===== src/rtl/lwn_consts.vh =====
// Constants for the link width and speed negotiation block
`ifndef LWN_CONSTS_VH
`define LWN_CONSTS_VH

`define LWN_LANES        8
`define LWN_LANE_HALF    4
`define LWN_WW           6
`define LWN_W_X0         6'h00
`define LWN_W_X1         6'h01
`define LWN_W_X2         6'h02
`define LWN_W_X4         6'h04
`define LWN_W_X8         6'h08
`define LWN_SW           2
`define LWN_SPD_GEN1     2'h1
`define LWN_SPD_GEN2     2'h2
`define LWN_RST_TARGET   2'h2
`define LWN_RST_MAXW_X4  6'h04
`define LWN_RST_MAXW_X8  6'h08
`define LWN_LANES_NONE   8'h00
`define LWN_LANES_ALL    8'hFF

`endif


===== src/rtl/lwn_sticky.v =====
// Sticky status flag in which a set beats a clear in the same cycle
`timescale 1ns/1ps
module lwn_sticky (
    input  wire clk,
    input  wire nrst,
    input  wire set,
    input  wire clr,
    output reg  flag_reg
);
    reg flag_next;

    always @* begin
        flag_next = flag_reg;
        if (clr)
            flag_next = 1'b0;
        // Set last so an event during a clear is not lost
        if (set)
            flag_next = 1'b1;
    end

    always @(posedge clk or negedge nrst) begin
        if (!nrst)
            flag_reg <= 1'b0;
        else
            flag_reg <= flag_next;
    end
endmodule // lwn_sticky


===== src/rtl/lwn_lane_map.v =====
// Per-lane power state decode from port mode and link widths
`timescale 1ns/1ps
`include "lwn_consts.vh"
module lwn_lane_map (
    input  wire                    enabled,
    input  wire                    merged,
    input  wire [`LWN_WW-1:0]      trained_w,
    input  wire [`LWN_WW-1:0]      cur_w,
    output reg  [`LWN_LANES-1:0]   lane_off,
    output reg  [`LWN_LANES-1:0]   lane_low_power,
    output reg  [`LWN_LANES-1:0]   lane_idle_term
);
    integer i;

    always @* begin
        lane_off       = `LWN_LANES_NONE;
        lane_low_power = `LWN_LANES_NONE;
        lane_idle_term = `LWN_LANES_NONE;
        for (i = 0; i < `LWN_LANES; i = i + 1) begin
            if (!enabled) begin
                lane_off[i] = 1'b1;
            end else if (i >= `LWN_LANE_HALF &&
                         (!merged || trained_w <= `LWN_W_X4)) begin
                lane_off[i] = 1'b1;
            end else if (i >= trained_w) begin
                lane_low_power[i] = 1'b1;
            end else if (i >= cur_w) begin
                // Kept in electrical idle, terminations on, still owned
                lane_idle_term[i] = 1'b1;
            end
        end
    end
endmodule // lwn_lane_map


===== src/rtl/lwn_link_ctrl.v =====
// Link width and speed policy controller for one switch port
`timescale 1ns/1ps
`include "lwn_consts.vh"
module lwn_link_ctrl (
    input  wire                    clk,
    input  wire                    nrst,
    input  wire                    port_enable,
    input  wire                    port_merged,
    input  wire                    register_unlock_bit,
    input  wire                    max_width_wr,
    input  wire [`LWN_WW-1:0]      max_width_wdata,
    input  wire                    target_speed_wr,
    input  wire [`LWN_SW-1:0]      target_speed_wdata,
    input  wire                    full_retrain_bit,
    input  wire                    link_retrain_bit,
    input  wire                    abw_flag_clr,
    input  wire                    bwm_flag_clr,
    input  wire                    partner_present,
    input  wire                    train_done,
    input  wire [`LWN_WW-1:0]      train_width,
    input  wire                    partner_gen2,
    input  wire                    partner_ts_autonomous,
    input  wire                    partner_width_req,
    input  wire [`LWN_WW-1:0]      partner_width,
    input  wire                    partner_speed_req,
    input  wire [`LWN_SW-1:0]      partner_speed,
    input  wire                    rel_width_req,
    input  wire [`LWN_WW-1:0]      rel_width,
    input  wire                    rel_speed_down,
    input  wire                    speed_change_done,
    input  wire                    speed_change_fail,
    output reg  [`LWN_WW-1:0]      negotiated_width_field,
    output reg  [`LWN_SW-1:0]      current_speed_field,
    output reg  [`LWN_WW-1:0]      max_width_field,
    output reg  [`LWN_SW-1:0]      target_speed_field,
    output reg                     autonomous_width_disable_bit,
    output wire                    autonomous_bandwidth_status_flag,
    output wire                    bandwidth_mgmt_status_flag,
    output reg                     ts_adv_gen2,
    output reg                     ts_upcfg_capable,
    output reg                     ts_autonomous_change,
    output reg                     speed_change_req,
    output reg  [`LWN_SW-1:0]      speed_change_target,
    output reg                     width_change_ack,
    output reg                     dl_down,
    output reg                     in_detect,
    output reg  [`LWN_LANES-1:0]   lane_off,
    output reg  [`LWN_LANES-1:0]   lane_low_power,
    output reg  [`LWN_LANES-1:0]   lane_idle_term
);
    localparam [2:0] S_DISABLED = 3'h0;
    localparam [2:0] S_DETECT   = 3'h1;
    localparam [2:0] S_TRAIN    = 3'h2;
    localparam [2:0] S_L0       = 3'h3;
    localparam [2:0] S_SPEED    = 3'h4;

    localparam [1:0] C_INIT     = 2'h0;
    localparam [1:0] C_SW       = 2'h1;
    localparam [1:0] C_PARTNER  = 2'h2;
    localparam [1:0] C_REL      = 2'h3;

    reg [2:0]              state_reg;
    reg [2:0]              state_next;
    reg [1:0]              cause_reg;
    reg [1:0]              cause_next;
    reg                    cause_auto_reg;
    reg                    cause_auto_next;
    reg [`LWN_WW-1:0]      trained_reg;
    reg [`LWN_WW-1:0]      trained_next;
    reg [`LWN_WW-1:0]      applied_max_reg;
    reg [`LWN_WW-1:0]      applied_max_next;
    reg                    upg_pending_reg;
    reg                    upg_pending_next;
    reg [`LWN_WW-1:0]      width_next;
    reg [`LWN_SW-1:0]      speed_next;
    reg [`LWN_SW-1:0]      spd_tgt_next;
    reg [`LWN_WW-1:0]      maxw_next;
    reg [`LWN_SW-1:0]      tgt_next;
    reg                    ack_next;
    reg                    abw_set;
    reg                    bwm_set;
    reg [`LWN_WW-1:0]      fit_w;

    wire [`LWN_WW-1:0]     port_cap;
    wire [`LWN_WW-1:0]     map_trained;
    wire                   link_up;
    wire [`LWN_LANES-1:0]  map_off;
    wire [`LWN_LANES-1:0]  map_low;
    wire [`LWN_LANES-1:0]  map_idle;

    // Largest legal width not above either limit, never below x1
    function [`LWN_WW-1:0] fit_width;
        input [`LWN_WW-1:0] req;
        input [`LWN_WW-1:0] cap;
        reg   [`LWN_WW-1:0] lim;
        begin
            lim = (req < cap) ? req : cap;
            if (lim >= `LWN_W_X8)
                fit_width = `LWN_W_X8;
            else if (lim >= `LWN_W_X4)
                fit_width = `LWN_W_X4;
            else if (lim >= `LWN_W_X2)
                fit_width = `LWN_W_X2;
            else
                fit_width = `LWN_W_X1;
        end
    endfunction

    assign port_cap = port_merged ? `LWN_W_X8 : `LWN_W_X4;
    assign link_up  = (state_reg == S_L0) || (state_reg == S_SPEED);
    // Before training every lane of the port must take part in detect
    assign map_trained = link_up ? trained_reg : port_cap;

    // Software field writes
    always @* begin
        maxw_next = max_width_field;
        if (max_width_wr && register_unlock_bit)
            maxw_next = max_width_wdata;
        tgt_next = target_speed_field;
        if (target_speed_wr)
            tgt_next = target_speed_wdata;
    end

    // Link state sequencing
    always @* begin
        state_next       = state_reg;
        cause_next       = cause_reg;
        cause_auto_next  = cause_auto_reg;
        trained_next     = trained_reg;
        applied_max_next = applied_max_reg;
        upg_pending_next = upg_pending_reg;
        width_next       = negotiated_width_field;
        speed_next       = current_speed_field;
        spd_tgt_next     = speed_change_target;
        ack_next         = 1'b0;
        abw_set          = 1'b0;
        bwm_set          = 1'b0;
        fit_w            = negotiated_width_field;
        case (state_reg)
            S_DISABLED: begin
                if (port_enable)
                    state_next = S_DETECT;
            end
            S_DETECT: begin
                // Max width is sampled only here, on a full training
                if (max_width_field > port_cap || max_width_field == `LWN_W_X0)
                    applied_max_next = port_cap;
                else
                    applied_max_next = max_width_field;
                speed_next = `LWN_SPD_GEN1;
                width_next = `LWN_W_X0;
                upg_pending_next = 1'b0;
                if (partner_present)
                    state_next = S_TRAIN;
            end
            S_TRAIN: begin
                if (train_done) begin
                    fit_w = fit_width(train_width, applied_max_reg);
                    trained_next = fit_w;
                    width_next = fit_w;
                    upg_pending_next = 1'b1;
                    state_next = S_L0;
                end
            end
            S_L0: begin
                if (partner_width_req) begin
                    // Upconfigure capped at the trained width
                    fit_w = fit_width(partner_width, trained_reg);
                    width_next = fit_w;
                    ack_next = 1'b1;
                    if (fit_w != negotiated_width_field && partner_ts_autonomous)
                        abw_set = 1'b1;
                end else if (rel_width_req) begin
                    fit_w = fit_width(rel_width, trained_reg);
                    // Own changes may only narrow the link
                    if (fit_w < negotiated_width_field) begin
                        width_next = fit_w;
                        bwm_set = 1'b1;
                    end
                end else if (partner_speed_req) begin
                    if (partner_speed != current_speed_field) begin
                        spd_tgt_next = partner_speed;
                        cause_next = C_PARTNER;
                        cause_auto_next = partner_ts_autonomous;
                        state_next = S_SPEED;
                    end
                end else if (rel_speed_down) begin
                    if (current_speed_field == `LWN_SPD_GEN2) begin
                        spd_tgt_next = `LWN_SPD_GEN1;
                        cause_next = C_REL;
                        cause_auto_next = 1'b0;
                        state_next = S_SPEED;
                    end
                end else if (link_retrain_bit) begin
                    if (target_speed_field != current_speed_field &&
                        (target_speed_field == `LWN_SPD_GEN1 || partner_gen2)) begin
                        spd_tgt_next = target_speed_field;
                        cause_next = C_SW;
                        cause_auto_next = 1'b0;
                        state_next = S_SPEED;
                    end
                end else if (upg_pending_reg &&
                             target_speed_field == `LWN_SPD_GEN2 &&
                             current_speed_field == `LWN_SPD_GEN1) begin
                    // Waits until the partner has shown 5.0 support
                    if (partner_gen2) begin
                        spd_tgt_next = `LWN_SPD_GEN2;
                        cause_next = C_INIT;
                        cause_auto_next = 1'b0;
                        state_next = S_SPEED;
                    end
                end
            end
            S_SPEED: begin
                if (speed_change_done) begin
                    speed_next = speed_change_target;
                    upg_pending_next = 1'b0;
                    state_next = S_L0;
                    if (cause_reg == C_SW || cause_reg == C_REL)
                        bwm_set = 1'b1;
                    if (cause_reg == C_PARTNER && cause_auto_reg)
                        abw_set = 1'b1;
                end else if (speed_change_fail) begin
                    // Old speed kept; no automatic second attempt
                    upg_pending_next = 1'b0;
                    state_next = S_L0;
                end
            end
            default: begin
                state_next = S_DISABLED;
            end
        endcase
        // Full retrain overrides all but a port disable, and passes through Detect; ignored while Disabled
        if (full_retrain_bit && state_reg != S_DISABLED)
            state_next = S_DETECT;
        if (!port_enable)
            state_next = S_DISABLED;
    end

    always @(posedge clk or negedge nrst) begin
        if (!nrst) begin
            state_reg                    <= S_DISABLED;
            cause_reg                    <= C_INIT;
            cause_auto_reg               <= 1'b0;
            trained_reg                  <= `LWN_W_X0;
            applied_max_reg              <= `LWN_RST_MAXW_X4;
            upg_pending_reg              <= 1'b0;
            negotiated_width_field       <= `LWN_W_X0;
            current_speed_field          <= `LWN_SPD_GEN1;
            max_width_field              <= `LWN_RST_MAXW_X4;
            target_speed_field           <= `LWN_RST_TARGET;
            autonomous_width_disable_bit <= 1'b0;
            ts_adv_gen2                  <= 1'b0;
            ts_upcfg_capable             <= 1'b0;
            ts_autonomous_change         <= 1'b0;
            speed_change_req             <= 1'b0;
            speed_change_target          <= `LWN_SPD_GEN1;
            width_change_ack             <= 1'b0;
            dl_down                      <= 1'b1;
            in_detect                    <= 1'b0;
            lane_off                     <= `LWN_LANES_ALL;
            lane_low_power               <= `LWN_LANES_NONE;
            lane_idle_term               <= `LWN_LANES_NONE;
        end else begin
            state_reg                    <= state_next;
            cause_reg                    <= cause_next;
            cause_auto_reg               <= cause_auto_next;
            trained_reg                  <= trained_next;
            applied_max_reg              <= applied_max_next;
            upg_pending_reg              <= upg_pending_next;
            negotiated_width_field       <= width_next;
            current_speed_field          <= speed_next;
            max_width_field              <= maxw_next;
            target_speed_field           <= tgt_next;
            // Hardwired to 0: the port may narrow on its own but never widens on its own
            autonomous_width_disable_bit <= 1'b0;
            ts_adv_gen2                  <= (tgt_next == `LWN_SPD_GEN2);
            ts_upcfg_capable             <= 1'b1;
            ts_autonomous_change         <= 1'b0;
            speed_change_req             <= (state_next == S_SPEED);
            speed_change_target          <= spd_tgt_next;
            width_change_ack             <= ack_next;
            // Width and speed changes stay inside the link-up states
            dl_down <= !(state_next == S_L0 || state_next == S_SPEED);
            in_detect                    <= (state_next == S_DETECT);
            lane_off                     <= map_off;
            lane_low_power               <= map_low;
            lane_idle_term               <= map_idle;
        end
    end

    lwn_lane_map u_lane_map (
        .enabled        (port_enable),
        .merged         (port_merged),
        .trained_w      (map_trained),
        .cur_w          (link_up ? negotiated_width_field : port_cap),
        .lane_off       (map_off),
        .lane_low_power (map_low),
        .lane_idle_term (map_idle)
    );

    lwn_sticky u_abw_flag (
        .clk      (clk),
        .nrst     (nrst),
        .set      (abw_set),
        .clr      (abw_flag_clr),
        .flag_reg (autonomous_bandwidth_status_flag)
    );

    lwn_sticky u_bwm_flag (
        .clk      (clk),
        .nrst     (nrst),
        .set      (bwm_set),
        .clr      (bwm_flag_clr),
        .flag_reg (bandwidth_mgmt_status_flag)
    );
endmodule // lwn_link_ctrl


===== config.mk =====
export PLATFORM = sky130hd
export DESIGN_NAME = lwn_link_ctrl
export DESIGN_NICKNAME = d
export VERILOG_FILES = /design/src/rtl/lwn_sticky.v /design/src/rtl/lwn_lane_map.v /design/src/rtl/lwn_link_ctrl.v
export VERILOG_INCLUDE_DIRS = /design/src /design/src/rtl
export SDC_FILE = /design/constraint.sdc
export NUM_CORES = 1
export LEC_CHECK = 0
export BUFFER_PORTS_ARGS = -buffer_cell sky130_fd_sc_hd__buf_2
export CAP_MARGIN = 20
export CORE_AREA = 5 5 100 126
export DETAILED_ROUTE_END_ITERATION = 6
export DIE_AREA = 0 0 105 131
export GPL_TIMING_DRIVEN = 0
export PLACE_DENSITY = 0.54
export SYNTH_ARGS = -nofsm -noshare
export SYNTH_HDL_FRONTEND = slang
export SYNTH_HIERARCHICAL = 1
export SYNTH_SLANG_ARGS = --single-unit

===== constraint.sdc =====
create_clock -name clk -period 6.6 [get_ports clk]
set_input_delay 1.32 -clock clk [delete_from_list [all_inputs] [get_ports clk]]
set_output_delay 1.32 -clock clk [all_outputs]
set_load 0.05 [all_outputs]

Yosys cells after proc, flatten, opt, wreduce, memory -nomap -nowiden
Index checks and enable logic that the tools add are counted.
{"block": "word_totals", "output_inout_bits": 52, "wordCells": 253, "reg_bits": 66, "in_bits": 49}
{"block": "classes", "n_lt_le_gt_ge": 31, "eq_ne": 26, "n_bitwise": 2, "mux": 142, "reduce_logical": 30}
{"op": "2-to-1 mux 6 bit", "n": 15}
{"op": "2-to-1 mux 1 bit", "n": 77}
{"op": "2-to-1 mux 3 bit", "n": 19}
{"op": "greater-or-equal comparator 3 x 6 -> 1 bit (first input constant)", "n": 8}
{"op": "2-to-1 mux 2 bit", "n": 21}
{"op": "greater-or-equal comparator 1 x 6 -> 1 bit (first input constant)", "n": 4}
{"op": "greater-or-equal comparator 2 x 6 -> 1 bit (first input constant)", "n": 4}
{"op": "less-than comparator 6 bit", "n": 4}
{"op": "greater-or-equal comparator 6 x 2 -> 1 bit (second input constant)", "n": 3}
{"op": "greater-or-equal comparator 6 x 3 -> 1 bit (second input constant)", "n": 3}
{"op": "greater-or-equal comparator 6 x 4 -> 1 bit (second input constant)", "n": 3}
{"op": "case mux 6 bit (3 select lines)", "n": 1}
{"op": "2-to-1 mux 4 bit", "n": 4}
{"op": "case mux 3 bit (5 select lines)", "n": 1}
{"op": "== test 2 bit (second input constant)", "n": 5}
{"op": "== test 3 x 2 -> 1 bit (second input constant)", "n": 3}
{"op": "nonzero test 3 bit", "n": 3}
{"op": "AND reduction 8 bit", "n": 1}
{"op": "nonzero test 4 bit", "n": 2}
{"op": "logical AND 1 bit", "n": 7}
{"op": "== test 2 x 1 -> 1 bit (second input constant)", "n": 3}
{"op": "== test 3 x 1 -> 1 bit (second input constant)", "n": 2}
{"op": "== test 3 bit (second input constant)", "n": 2}
{"op": "> comparator 6 x 4 -> 1 bit", "n": 1}
{"op": "20 further kinds", "n": 35}

Longest topological paths before layout
Gate-level depths: netlist of the first run.
{"block": "depth", "word_depth": 15, "depth_mapped": 14, "depth_no_buf": 14}

By module
The synthesis of the first run kept the hierarchy.
{"module": "lwn_link_ctrl", "area_each_um2": 3500.9, "instances": 1, "cells_each": 357, "seq_area_each_um2": 1594.0}
{"module": "lwn_lane_map", "area_each_um2": 271.5, "instances": 1, "cells_each": 44, "seq_area_each_um2": 0.0}
{"module": "lwn_sticky", "area_each_um2": 36.3, "instances": 2, "cells_each": 3, "seq_area_each_um2": 25.0}

Least setup slack after synthesis of the first run
No wires, ideal clock.
{"block": "synth_path", "path_type": "input-to-reg", "startpoint": "input port rel_width[2]", "endpoint": "register negotiated_width_field[3]", "slack_ns": 2.776, "t_required_ns": 6.475, "arrival_time_ns": 3.699, "path_stages": 11, "setup_ns": 0.125, "path_cell_list": "ha_1 -> a21oi_1 -> o21ai_0 -> a21oi_1 -> mux2_2 -> inv_1 -> ha_1 -> o21a_1 -> o21ai_0 -> o31ai_4 -> mux2_2"}
{"block": "synth_via", "elab_chain_len": 12, "word_cells_on_any_way": 18, "cone_classes": "order compare (5); eq/ne (1); mux (11); reduce/logical (1)"}
{"element": "start: declaration", "line": "lwn_link_ctrl.v:28", "source": "input wire [`LWN_WW-1:0] rel_width,"}
{"element": "less-than comparator 6 bit", "line": "lwn_link_ctrl.v:97", "source": "lim = (req < cap) ? req : cap;"}
{"element": "2-to-1 mux 6 bit (*)", "line": "lwn_link_ctrl.v:97"}
{"element": "greater-or-equal comparator 6 x 2 -> 1 bit (no line)"}
{"element": "2-to-1 mux 2 bit", "line": "lwn_link_ctrl.v:102", "source": "else if (lim >= `LWN_W_X2)"}
{"element": "2-to-1 mux 3 bit", "line": "lwn_link_ctrl.v:100", "source": "else if (lim >= `LWN_W_X4)"}
{"element": "2-to-1 mux 4 bit (*)", "line": "lwn_link_ctrl.v:98", "source": "if (lim >= `LWN_W_X8)"}
{"element": "2-to-1 mux 6 bit (*)", "line": "lwn_link_ctrl.v:173", "source": "end else if (rel_width_req) begin"}
{"element": "2-to-1 mux 6 bit (*)", "line": "lwn_link_ctrl.v:166", "source": "if (partner_width_req) begin"}
{"element": "2-to-1 mux 6 bit (*)", "line": "lwn_link_ctrl.v:139", "source": "case (state_reg)"}
{"element": "less-than comparator 6 bit", "line": "lwn_link_ctrl.v:176", "source": "if (fit_w < negotiated_width_field) begin"}
{"element": "!= test 3 x 2 -> 1 bit (no line)"}
{"element": "AND reduction 4 bit (no line)"}
{"element": "end signal: assignment", "line": "lwn_link_ctrl.v:248", "source": "negotiated_width_field <= `LWN_W_X0;"}
{"element": "end signal: assignment", "line": "lwn_link_ctrl.v:271", "source": "negotiated_width_field <= width_next;"}
{"element": "end: declaration", "line": "lwn_link_ctrl.v:32", "source": "output reg [`LWN_WW-1:0] negotiated_width_field,"}
Mark *: on every way between the ends. The rest lies on a longest branch, timed or not. The select of a mux whose other input is x is not followed.
A chain may end at the register's enable or synchronous reset.

Worst setup path after layout of the first run
{"block": "layout_path", "startpoint": "input port rel_width[2]", "endpoint": "register negotiated_width_field[0]"}
{"block": "layout_via", "elab_chain_len": 13, "word_cells_on_any_way": 18, "cone_classes": "order compare (5); eq/ne (1); mux (11); reduce/logical (1)"}
{"element": "less-than comparator 6 bit", "line": "lwn_link_ctrl.v:97"}
{"element": "2-to-1 mux 6 bit (*)", "line": "lwn_link_ctrl.v:97"}
{"element": "greater-or-equal comparator 6 x 2 -> 1 bit (no line)"}
{"element": "2-to-1 mux 2 bit", "line": "lwn_link_ctrl.v:102"}
{"element": "2-to-1 mux 3 bit", "line": "lwn_link_ctrl.v:100"}
{"element": "2-to-1 mux 4 bit (*)", "line": "lwn_link_ctrl.v:98"}
{"element": "2-to-1 mux 6 bit (*)", "line": "lwn_link_ctrl.v:173"}
{"element": "2-to-1 mux 6 bit (*)", "line": "lwn_link_ctrl.v:166"}
{"element": "2-to-1 mux 6 bit (*)", "line": "lwn_link_ctrl.v:139"}
{"element": "branches (longest 4 deep; another with less-than comparator 6 bit)"}
Every way passes the cells marked *. The select of a mux whose other input is x is not followed.

==> results.md, run 1 <==
* Final WL at 9.78 mm
* Via Count at 3318
* Outcome: finished clean
* Port bufs at 95
* Crit-path max FO at 4
* Max Cap Viol at 0
* Setup TNS Final at 0 ns
* Min cycle time layout at 3.83 ns
* Post-Syn Area at 3840 um2
* CTS buffer count at 9
* Final ANT Viol Nets at 0
* Measured slew at the worst slew-check pin at 0.825 ns
* Pin count of the biggest net entering global routing at 66
* WL/cell at 14.7 um
* # Post-CTS Setup Buffers at 0
* Final Hold Viols at 0
* Initial antenna violation count at 0
* Worst endpoint data arrival time at 4.03 ns
* DRT Pass-1 Iters at 4
* Die area at 13800 um2
* WS Path Type: primary input to register
* Worst Path Required at 6.81 ns
* Setup crit start kind: primary input
* DPL Wire Length at 7.70 mm
* H-Tree Depth at 3
* # diodes at 0
* Clock skew at 0.00468 ns
* Layout area overhead at 26.4%
* Clock Latency Late Sink at 0.33 ns
* Sequential-to-total area share from yosys stat at 0.428
* Vias/cell at 4.99
* DRT iter0 DRCs at 124
* CTS max path bufs at 2
* First-pass GRT wire length at 16.3 mm
* Clk pin slew, worst setup/hold paths at 0.05 ns
* Layout Nets at 587
* Fin util at 0.429
* Tcrit/Tclk final at 0.580
* Syn Inst Count at 407
* Final Slew Violations at 0
* Reg-to-reg slack, setup at 3.14 ns
* Rows at 44
* Number of synthesized flops with an enable pin at 0
* Fillers at 1132
* Via count of the first global-routing pass at 3381
* CTS resizes at 0
* Post-Syn Area per Cell at 9.45 um2
* Die span in x at 105 um
* Die Y at 131 um
* Warnings, synthesis at 6
* Synth Register Bits at 65
* Area contributors post-synth: dfrtp_1 (33%), dfstp_2 (9.6%), mux2_2 (5.3%)
* P_leak at 0.00236 uW
* Initial Utilization at 0.339
* # hold bufs at CTS at 0
* Yosys top cell area share at 0.332
* All-Layer GR Usage at 0.147
* CTS tree: yes
* Async S/R FF share, synth at 1.00
* R2R depth at 12
* IO Count at 101
* Post-synth top flop: dfrtp_1
* Max-slew headroom at 0.450
* Setup violators final at 0
* Clk sink count at 65
* Core area at 11300 um2
* GRT overflow at 0
* GP Congestion at 0.853
* Layout cells sized above 1 at 0.324
* Top Registers: lane_idle_term (8), lane_low_power (8), lane_off (8)
* VDD IR-drop max at 155 uV
* Worst hold slack at 0.489 ns
* Fmax at 0.261 GHz
* CP endpoint kind: register
* Synth area leader: dfrtp_1
* Hold path depth at 1
* Worst min-delay path category: register to register
* Pwr dens at 292 nW/um2
* RSZ-0062 raised after global routing: false
* Clock root buffer: clkbuf_16
* Distinct cells, synth at 64
* Residual DRC count at 0
==> per-layer routing <==
layer | track usage | share of wire | wire (um)
met4 | 0.0670 | 0.027 | 267
met3 | 0.0314 | 0.052 | 512
met5 | 0 | 0 | 0
met2 | 0.258 | 0.50 | 4930
met1 | 0.172 | 0.42 | 4070
==> synth_stat cells, types with 3 or more instances <==
cell	n
and3_1	5
buf_4	11
o21ai_0	19
buf_2	3
nand3_1	12
nand2_1	35
ha_1	16
a21oi_1	21
o21a_1	3
nand3b_1	3
nor3_1	13
nand2b_1	9
a21o_1	6
o22ai_1	4
clkbuf_1	6
inv_1	28
or3_1	6
nor2b_1	11
mux2_2	18
or3_4	3
conb_1	3
dfrtp_1	51
xnor2_1	4
dfstp_2	14
mux2i_1	11
nor2_1	39
a31oi_1	4
==> cell families after synthesis <==
logic type,synth area share
buf+inv,0.0586
mux,0.0872
xor+xnor,0.00911
flops,0.428
other cells,0.00293
simple gates,0.204
compound gates,0.156
fa+ha+maj,0.0547
==> per-stage QoR <==
stage / setup WS, ns / cells / total power (uW) / area (um2)
2_1_floorplan: 2.78 / 416 / 787 / 3880
3_3_place_gp: 2.46 / 649 / 901 / 4530
3_5_place_dp: 2.44 / 649 / 909 / 4530
4_1_cts: 2.77 / 665 / 1440 / 4860
5_1_grt: 2.51 / 665 / 1510 / 4860
6_report: 2.77 / 665 / 1420 / 4860
==> cells in the final DEF, fill, tap and decap left out, types with 13 or more instances in the layout <==
cell type   n
a21oi_1    21
buf_2      97
dfrtp_1    51
dfstp_2    14
ha_1       16
inv_1      28
mux2_2     18
nand2_1    35
nor2_1     39
nor3_1     13
o21ai_0    19
==> worst max-delay path, cell delays in order <==
cell	delay, ns
buf_2	0.12
ha_1	0.31
a21oi_1	0.13
o21ai_0	0.17
a21oi_1	0.36
mux2_2	0.40
inv_1	0.06
ha_1	0.22
o21a_1	0.18
o21ai_0	0.34
o31ai_4	0.13
mux2_2	0.30
==> final cells by class <==
type / instances / area (um2) / share of cell area
Tap cell: 138 / 173 / 0.0355
Buffer: 20 / 120 / 0.0247
Inverter: 28 / 105 / 0.0216
Multi-Input combinational cell: 303 / 2010 / 0.413
Timing Repair Buffer: 95 / 478 / 0.0984
Clock inverter: 5 / 77.6 / 0.0160
Sequential cell: 65 / 1640 / 0.338
Clock buffer: 11 / 253 / 0.0520
==> path summary, 6_finish.rpt <==
kind,start,end
max,rel_width[2],negotiated_width_field[0]
max in group asynchronous,nrst,max_width_field[1]
max reg2reg,trained_reg[3],negotiated_width_field[0]
min,u_bwm_flag/flag_reg,u_bwm_flag/flag_reg
min reg2reg,u_bwm_flag/flag_reg,u_bwm_flag/flag_reg
min in group asynchronous,nrst,ts_upcfg_capable
==> power breakdown <==
part,total (uW),switching (uW),internal [uW],leakage (uW)
sequential,477,33.8,443,0.000815
combinational,424,270,154,0.00139
clock,518,169,349,0.000162
total,1420,472,946,0.00236
Power figures use the tool's default switching activity.
==> run 2, diff against run 1 <==
PLACE_DENSITY = 0.56   (was 0.54)
clock period = 3.45 ns   (was 6.6 ns; I/O delays follow)
==> run 2 against run 1 <==
  * Non-clock buffer count down 1
  * First-iteration DRC count increased by 15%
  * Register-to-register slack got worse by 2.9 ns
  * Die area unchanged
  * Flip-flop and latch count unchanged
  * Via count decreased by 0.99%
  * Wire length decreased by 3.1%
  * Final area decreased by 0.93%
  * Highest routed layer unchanged
==> results.md, run 2 (same netlist as run 1, synthesis figures left out) <==
* Die Y at 131 um (unchanged)
* Critical path depth in cells at 13 (+1)
* Final Hold Viols at 0 (unchanged)
* Max Cap Viol at 0 (unchanged)
* DPL Wire Length at 7.59 mm (-1.4%)
* Worst path bufs/invs at 2 (unchanged)
* Max-slew headroom at 0.442 (-0.00737)
* Setup crit start kind: register
* Final ANT Viol Nets at 0 (unchanged)
* Initial Utilization at 0.339 (unchanged)
* Rows at 44 (unchanged)
* Tcrit/Tclk final at 0.928
* GP Congestion at 0.867 (+1.7%)
* R2R depth at 13 (+1)
* Clk sink count at 65 (unchanged)
* Worst min-delay path category: primary input to asynchronous set/reset pin
* CP max stage delay at 0.47 ns (+0.07 ns)
* Layout area overhead at 25.2%
* Via count of the first global-routing pass at 3335 (-1.4%)
* Die span in x at 105 um (unchanged)
* Critical Path Sink: negotiated_width_field[0]
* Design Power at 2560 uW (+81%)
* CP max stage cell: dfrtp_1
* Min cycle time layout at 3.20 ns
* Crit path max-delay family: compound AO/OA/AOI/OAI gates
* Initial antenna violation count at 0 (unchanged)
* Layout cells sized above 1 at 0.325 (+0.000617)
* Commonest non-fill, non-tap cells in the layout: buf_2 (97), dfrtp_1 (51), nor2_1 (39)
* Routing usage on met2 at 0.257 (-0.00111)
* CTS tree: yes
* Setup violators final at 0 (unchanged)
* Layout Cells excl Fill at 664 (-0.15%)
* Port bufs at 95 (unchanged)
* # diodes at 0 (unchanged)
* Measured slew at the worst slew-check pin at 0.826 ns (+0.000258 ns)
* Worst endpoint data arrival time at 3.40 ns (-0.63 ns)
* VDD IR-drop max at 209 uV (+34%)
* CTS max path bufs at 2 (unchanged)
* P_leak at 0.00235 uW (-0.74%)
* M3 GR Usage at 0.0275 (-0.00393)
* H-Tree Depth at 3 (unchanged)
* Core area at 11300 um2 (unchanged)
* WL/cell at 14.3 um (-2.9%)
* Clk pin slew, worst setup/hold paths at 0.05 ns (about the same)
* Final Slew Violations at 0 (unchanged)
* Crit-path max FO at 7 (+3)
* Via Count at 3285 (-0.99%)
* Dpl cells at 649 (unchanged)
* Outcome: finished clean
* Pin count of the biggest net entering global routing at 66 (unchanged)
* GR peak layer: met2
* IO Count at 101 (unchanged)
* Reg-to-reg slack, setup at 0.25 ns (-2.89 ns)
* Met1 usage at 0.159 (-0.0136)
* RSZ-0062 raised after global routing: false
* Clock root buffer: clkbuf_16
* # hold bufs at CTS at 0 (unchanged)
* Clock skew at 0.00281 ns (-0.00187 ns)
* Pwr dens at 532 nW/um2 (+82%)
* All-Layer GR Usage at 0.140 (-0.00712)
* WS Path Type: register to register
* DRT Pass-1 Iters at 4 (unchanged)
* Critical path, cell by cell: inv_1 > ha_1 > a21oi_1 > o21ai_0 > a21oi_2 > mux2i_1 > inv_1 > ha_1 > nor2b_1 > nor2_1 > nor3_1 > o31ai_4 > mux2_2
* Reg-to-reg startpoint: trained_reg[2]
* Final WL at 9.48 mm (-3.1%)
* CP endpoint kind: register
* First-pass GRT wire length at 15.6 mm (-4.2%)
* # Post-CTS Setup Buffers at 0 (unchanged)
* CTS buffer count at 9 (unchanged)
* Critical path startpoint: trained_reg[2]
* GRT overflow at 0 (unchanged)
* Clock Latency Late Sink at 0.32 ns (about the same)
* Top Registers: lane_idle_term (8), lane_low_power (8), lane_off (8)
* Most common cell after layout, fill and taps aside: buf_2
* Layout Nets at 586 (-0.17%)
* Die area at 13800 um2 (unchanged)
* Residual DRC count at 0 (unchanged)
* Fillers at 1156 (+2.1%)
* Vias/cell at 4.95 (-0.85%)
* Fmax at 0.312 GHz
* Worst Path Required at 3.65 ns (-3.16 ns)
* Setup TNS Final at 0 ns (unchanged)
* Worst R2R End: negotiated_width_field[0]
* DRT iter0 DRCs at 142 (+15%)
-- run 2: cell type report --
| type | count | area [um2] | area share |
|---|---|---|---|
| Sequential cell | 65 | 1640 | 0.341 |
| Inverter | 28 | 105 | 0.0218 |
| Multi-Input combinational cell | 303 | 2010 | 0.418 |
| Clock buffer | 13 | 270 | 0.0561 |
| Clock inverter | 3 | 15.0 | 0.00312 |
| Timing Repair Buffer | 95 | 478 | 0.0993 |
| Tap cell | 138 | 173 | 0.0359 |
| Buffer | 19 | 116 | 0.0242 |
-- run 2: worst min-delay path by stage --
stage	end	slack (ns)	cells after the start
3_3_place_gp	u_abw_flag/flag_reg	0.46	1
4_1_cts	u_abw_flag/flag_reg	0.48	1
6_report	ts_upcfg_capable	0.45	1
5_1_grt	u_abw_flag/flag_reg	0.49	1
2_1_floorplan	applied_max_reg[0]	0.39	0
3_5_place_dp	u_abw_flag/flag_reg	0.46	1
-- run 2: power by group --
group | internal (uW) | total (uW) | switching [uW]
combinational | 293 | 793 | 500
sequential | 848 | 925 | 77.0
clock | 541 | 846 | 305
total | 1680 | 2560 | 882
-- run 2: timing repair --
item,in CTS,in global routing
hold endpoints to repair,0,0
endpoints found under the setup margin,3,5
resized for setup,1,1
-- run 2: per-layer routing --
metal  vias to the layer above  share of wire  wire (um)
met3                         6          0.049        461
met1                      1552           0.41       3900
li1                       1651              -          -
met2                        76           0.53       5030
met4                         0         0.0094         89
met5                         -              0          0
-- run 2: per-stage QoR --
stage / hold slack [ns] / setup WS (ns) / instance area [um2] / util
after global routing: 0.491 / 0.0343 / 4810 / 0.425
after floorplan: 0.394 / 0.256 / 3880 / -
after detailed placement: 0.464 / -0.123 / 4530 / 0.399
final: 0.447 / 0.247 / 4810 / 0.425
after global placement: 0.457 / -0.0715 / 4530 / 0.399
after CTS: 0.476 / 0.0132 / 4810 / 0.425
==> run 3, diff against run 2 <==
CORE_AREA = 5 5 117 147   (was 5 5 100 126)
DIE_AREA = 0 0 122 152   (was 0 0 105 131)
PLACE_DENSITY = 0.43   (was 0.56)
SLEW_MARGIN = 20   (was not set)
==> run 3 against run 2 <==
  * Highest routed layer unchanged
  * Final area rose by 3.8%
  * Maximum frequency rose by 0.71%
  * Non-clock buffer count rose by 1
  * Cell count rose by 12%
  * Via count fell by 0.49%
  * Largest power group is now the clock network
  * Worst setup slack improved by 0.023 ns
  * Core utilization fell by 11 points
  * Clock skew rose by 0.0040 ns
==> results.md, run 3 (same netlist as run 1, synthesis figures left out) <==
* Final worst slack at 0.270 ns (+0.0226 ns)
* # hold bufs at CTS at 0 (unchanged)
* # diodes at 0 (unchanged)
* Pwr dens at 558 nW/um2 (+4.9%)
* Most common cell after layout, fill and taps aside: buf_2
* Final Slew Violations at 0 (unchanged)
* Min cycle time layout at 3.18 ns (-0.0226 ns)
* CP max stage cell: dfrtp_1
* CP endpoint kind: register
* First-pass GRT wire length at 17.3 mm (+11%)
* Residual DRC count at 0 (unchanged)
* Initial Utilization at 0.243 (-0.0958)
* Finished Cell Area at 5000 um2 (+3.8%)
* Rows at 52 (+18%)
* Critical path, cell by cell: inv_1 > ha_1 > a21oi_1 > o21ai_0 > a21oi_2 > mux2_2 > inv_1 > ha_1 > nor2_1 > nand2_1 > nor3_2 > o31ai_4 > mux2_2
* Core area at 15800 um2 (+39%)
* Worst endpoint data arrival time at 3.40 ns (about the same)
* VDD IR-drop max at 252 uV (+21%)
* H-Tree Depth at 3 (unchanged)
* DPL Wire Length at 8.45 mm (+11%)
* Final ANT Viol Nets at 0 (unchanged)
* Sw frac at 0.331 (-0.0130)
* Fmax at 0.314 GHz (+0.71%)
* Final WL at 10.7 mm (+13%)
* Max Cap Viol at 0 (unchanged)
* Measured slew at the worst slew-check pin at 0.755 ns (-0.0708 ns)
* All-Layer GR Usage at 0.118 (-0.0217)
* Crit-path max FO at 7 (unchanged)
* P_leak at 0.00238 uW (+1.4%)
* Dpl cells at 728 (+12%)
* Clock Latency Late Sink at 0.33 ns (about the same)
* Top Registers: lane_idle_term (8), lane_low_power (8), lane_off (8)
* NetSw at 925 uW (+4.8%)
* Clock skew at 0.00676 ns (+0.00395 ns)
* Layout cells sized above 1 at 0.326 (+0.00128)
* Flop pwr share at 0.332 (-0.029)
* Fin util at 0.316 (-0.108)
* WL/cell at 14.4 um (+0.74%)
* Worst min-delay path category: primary input to asynchronous set/reset pin
* Final Hold Viols at 0 (unchanged)
* Die Y at 152 um (+16%)
* Via Count at 3269 (-0.49%)
* Layout Nets at 587 (+0.17%)
* DRT Pass-1 Iters at 4 (unchanged)
* Layout area overhead at 30.0%
* CTS buffer count at 9 (unchanged)
* Clock root buffer: clkbuf_16
* Comb pwr share at 0.289 (-0.020)
* Setup crit start kind: register
* Reg-to-reg slack, setup at 0.27 ns (+0.02 ns)
* Max-slew headroom at 0.490 (+0.0478)
* Int Power at 1870 uW (+11%)
* RSZ-0062 raised after global routing: false
* Design Power at 2790 uW (+8.9%)
* Commonest non-fill, non-tap cells in the layout: buf_2 (97), dfrtp_1 (51), nor2_1 (39)
* CTS tree: yes
* WS Path Type: register to register
* Pre-CTS setup slack at -0.0851 ns (+0.0381 ns)
* IO Count at 101 (unchanged)
* Tcrit/Tclk final at 0.922 (-0.00655)
* GP Congestion at 0.867 (about the same)
* CTS max path bufs at 2 (unchanged)
* Initial antenna violation count at 0 (unchanged)
* DRT iter0 DRCs at 151 (+6.3%)
* Worst Path Required at 3.67 ns (+0.02 ns)
* Setup violators final at 0 (unchanged)
* Fillers at 1689 (+46%)
* Die area at 18500 um2 (+35%)
* Pin count of the biggest net entering global routing at 41 (-38%)
* Clk pin slew, worst setup/hold paths at 0.05 ns (about the same)
* Clk sink count at 65 (unchanged)
* GRT overflow at 0 (unchanged)
* Vias/cell at 4.40 (-11%)
* Die span in x at 122 um (+16%)
* Outcome: finished clean
* Layout Cells excl Fill at 743 (+12%)
* Via count of the first global-routing pass at 3420 (+2.5%)
* CP max stage delay at 0.50 ns (+0.03 ns)
* Dpl cell area at 4650 um2 (+2.8%)
* Clock share of power at 0.378 (+0.048)
* Port bufs at 95 (unchanged)
run 3: changes by cell type in the layout (fill, tap and decap cells not counted), sizes merged:
| cell | previous run | this run |
|---|---|---|
| buf | 109 | 110 |
| bufinv | 0 | 3 |
| clkbuf | 18 | 16 |
| clkinv | 3 | 1 |
| clkinvlp | 0 | 1 |
run 3: per-stage QoR:
step | TNS (ns) | hold slack, ns
finish | 0 | 0.263
global route | 0 | 0.281
CTS | 0 | 0.268
detailed placement | -0.296 | 0.473
global placement | -0.282 | 0.458
floorplan | 0 | 0.394
run 3: cell type report:
type | count | area, um2 | share of cell area
timing repair buffer | 96 | 505 | 0.101
multi-input combinational | 303 | 2010 | 0.403
clock buffer | 11 | 243 | 0.0485
clock inverter | 5 | 103 | 0.0205
sequential | 65 | 1640 | 0.329
inverter | 28 | 105 | 0.0210
buffer | 19 | 116 | 0.0233
tap | 216 | 270 | 0.0541
run 3: critical path, delay by kind of cell (launching register included):
family | cells | cell delay, ns
AOI/OAI and AO/OA | 4 | 0.95
adders and majority gates | 2 | 0.47
buffers and inverters | 2 | 0.21
DFF | 1 | 0.50
muxes | 2 | 0.76
and+or+nand+nor | 3 | 0.17
run 3: power by group through the flow:
stage               combinational (uW)  sequential [uW]  clock, uW
global placement                   816              927          0
global route                       898              943       1130
floorplan                          474             1030          0
detailed placement                 828              928          0
CTS                                815              929       1090
finish                             808              928       1060
run 3: timing repair:
action,in CTS,in global routing
pin swaps,0,0
gates resized for setup,0,2
endpoints found under the setup margin,4,4
setup buffers,0,0
run 3: final timing paths:
| check | from | depth (start not counted) | end |
|---|---|---|---|
| max | trained_reg[2] | 13 | negotiated_width_field[0] |
| min | nrst | 1 | lane_low_power[1] |
| max reg2reg | trained_reg[2] | 13 | negotiated_width_field[0] |
| min reg2reg | u_abw_flag/flag_reg | 1 | u_abw_flag/flag_reg |
| max in group asynchronous | nrst | 2 | applied_max_reg[2] |
| min in group clk | u_abw_flag/flag_reg | 1 | u_abw_flag/flag_reg |
run 3: metal layers:
layer	up-vias	routed length, um	global-route usage
met4	0	172	0.0315
met2	94	5320	0.204
met5	-	0	0
li1	1655	-	-
met3	13	753	0.0417
met1	1507	4440	0.137
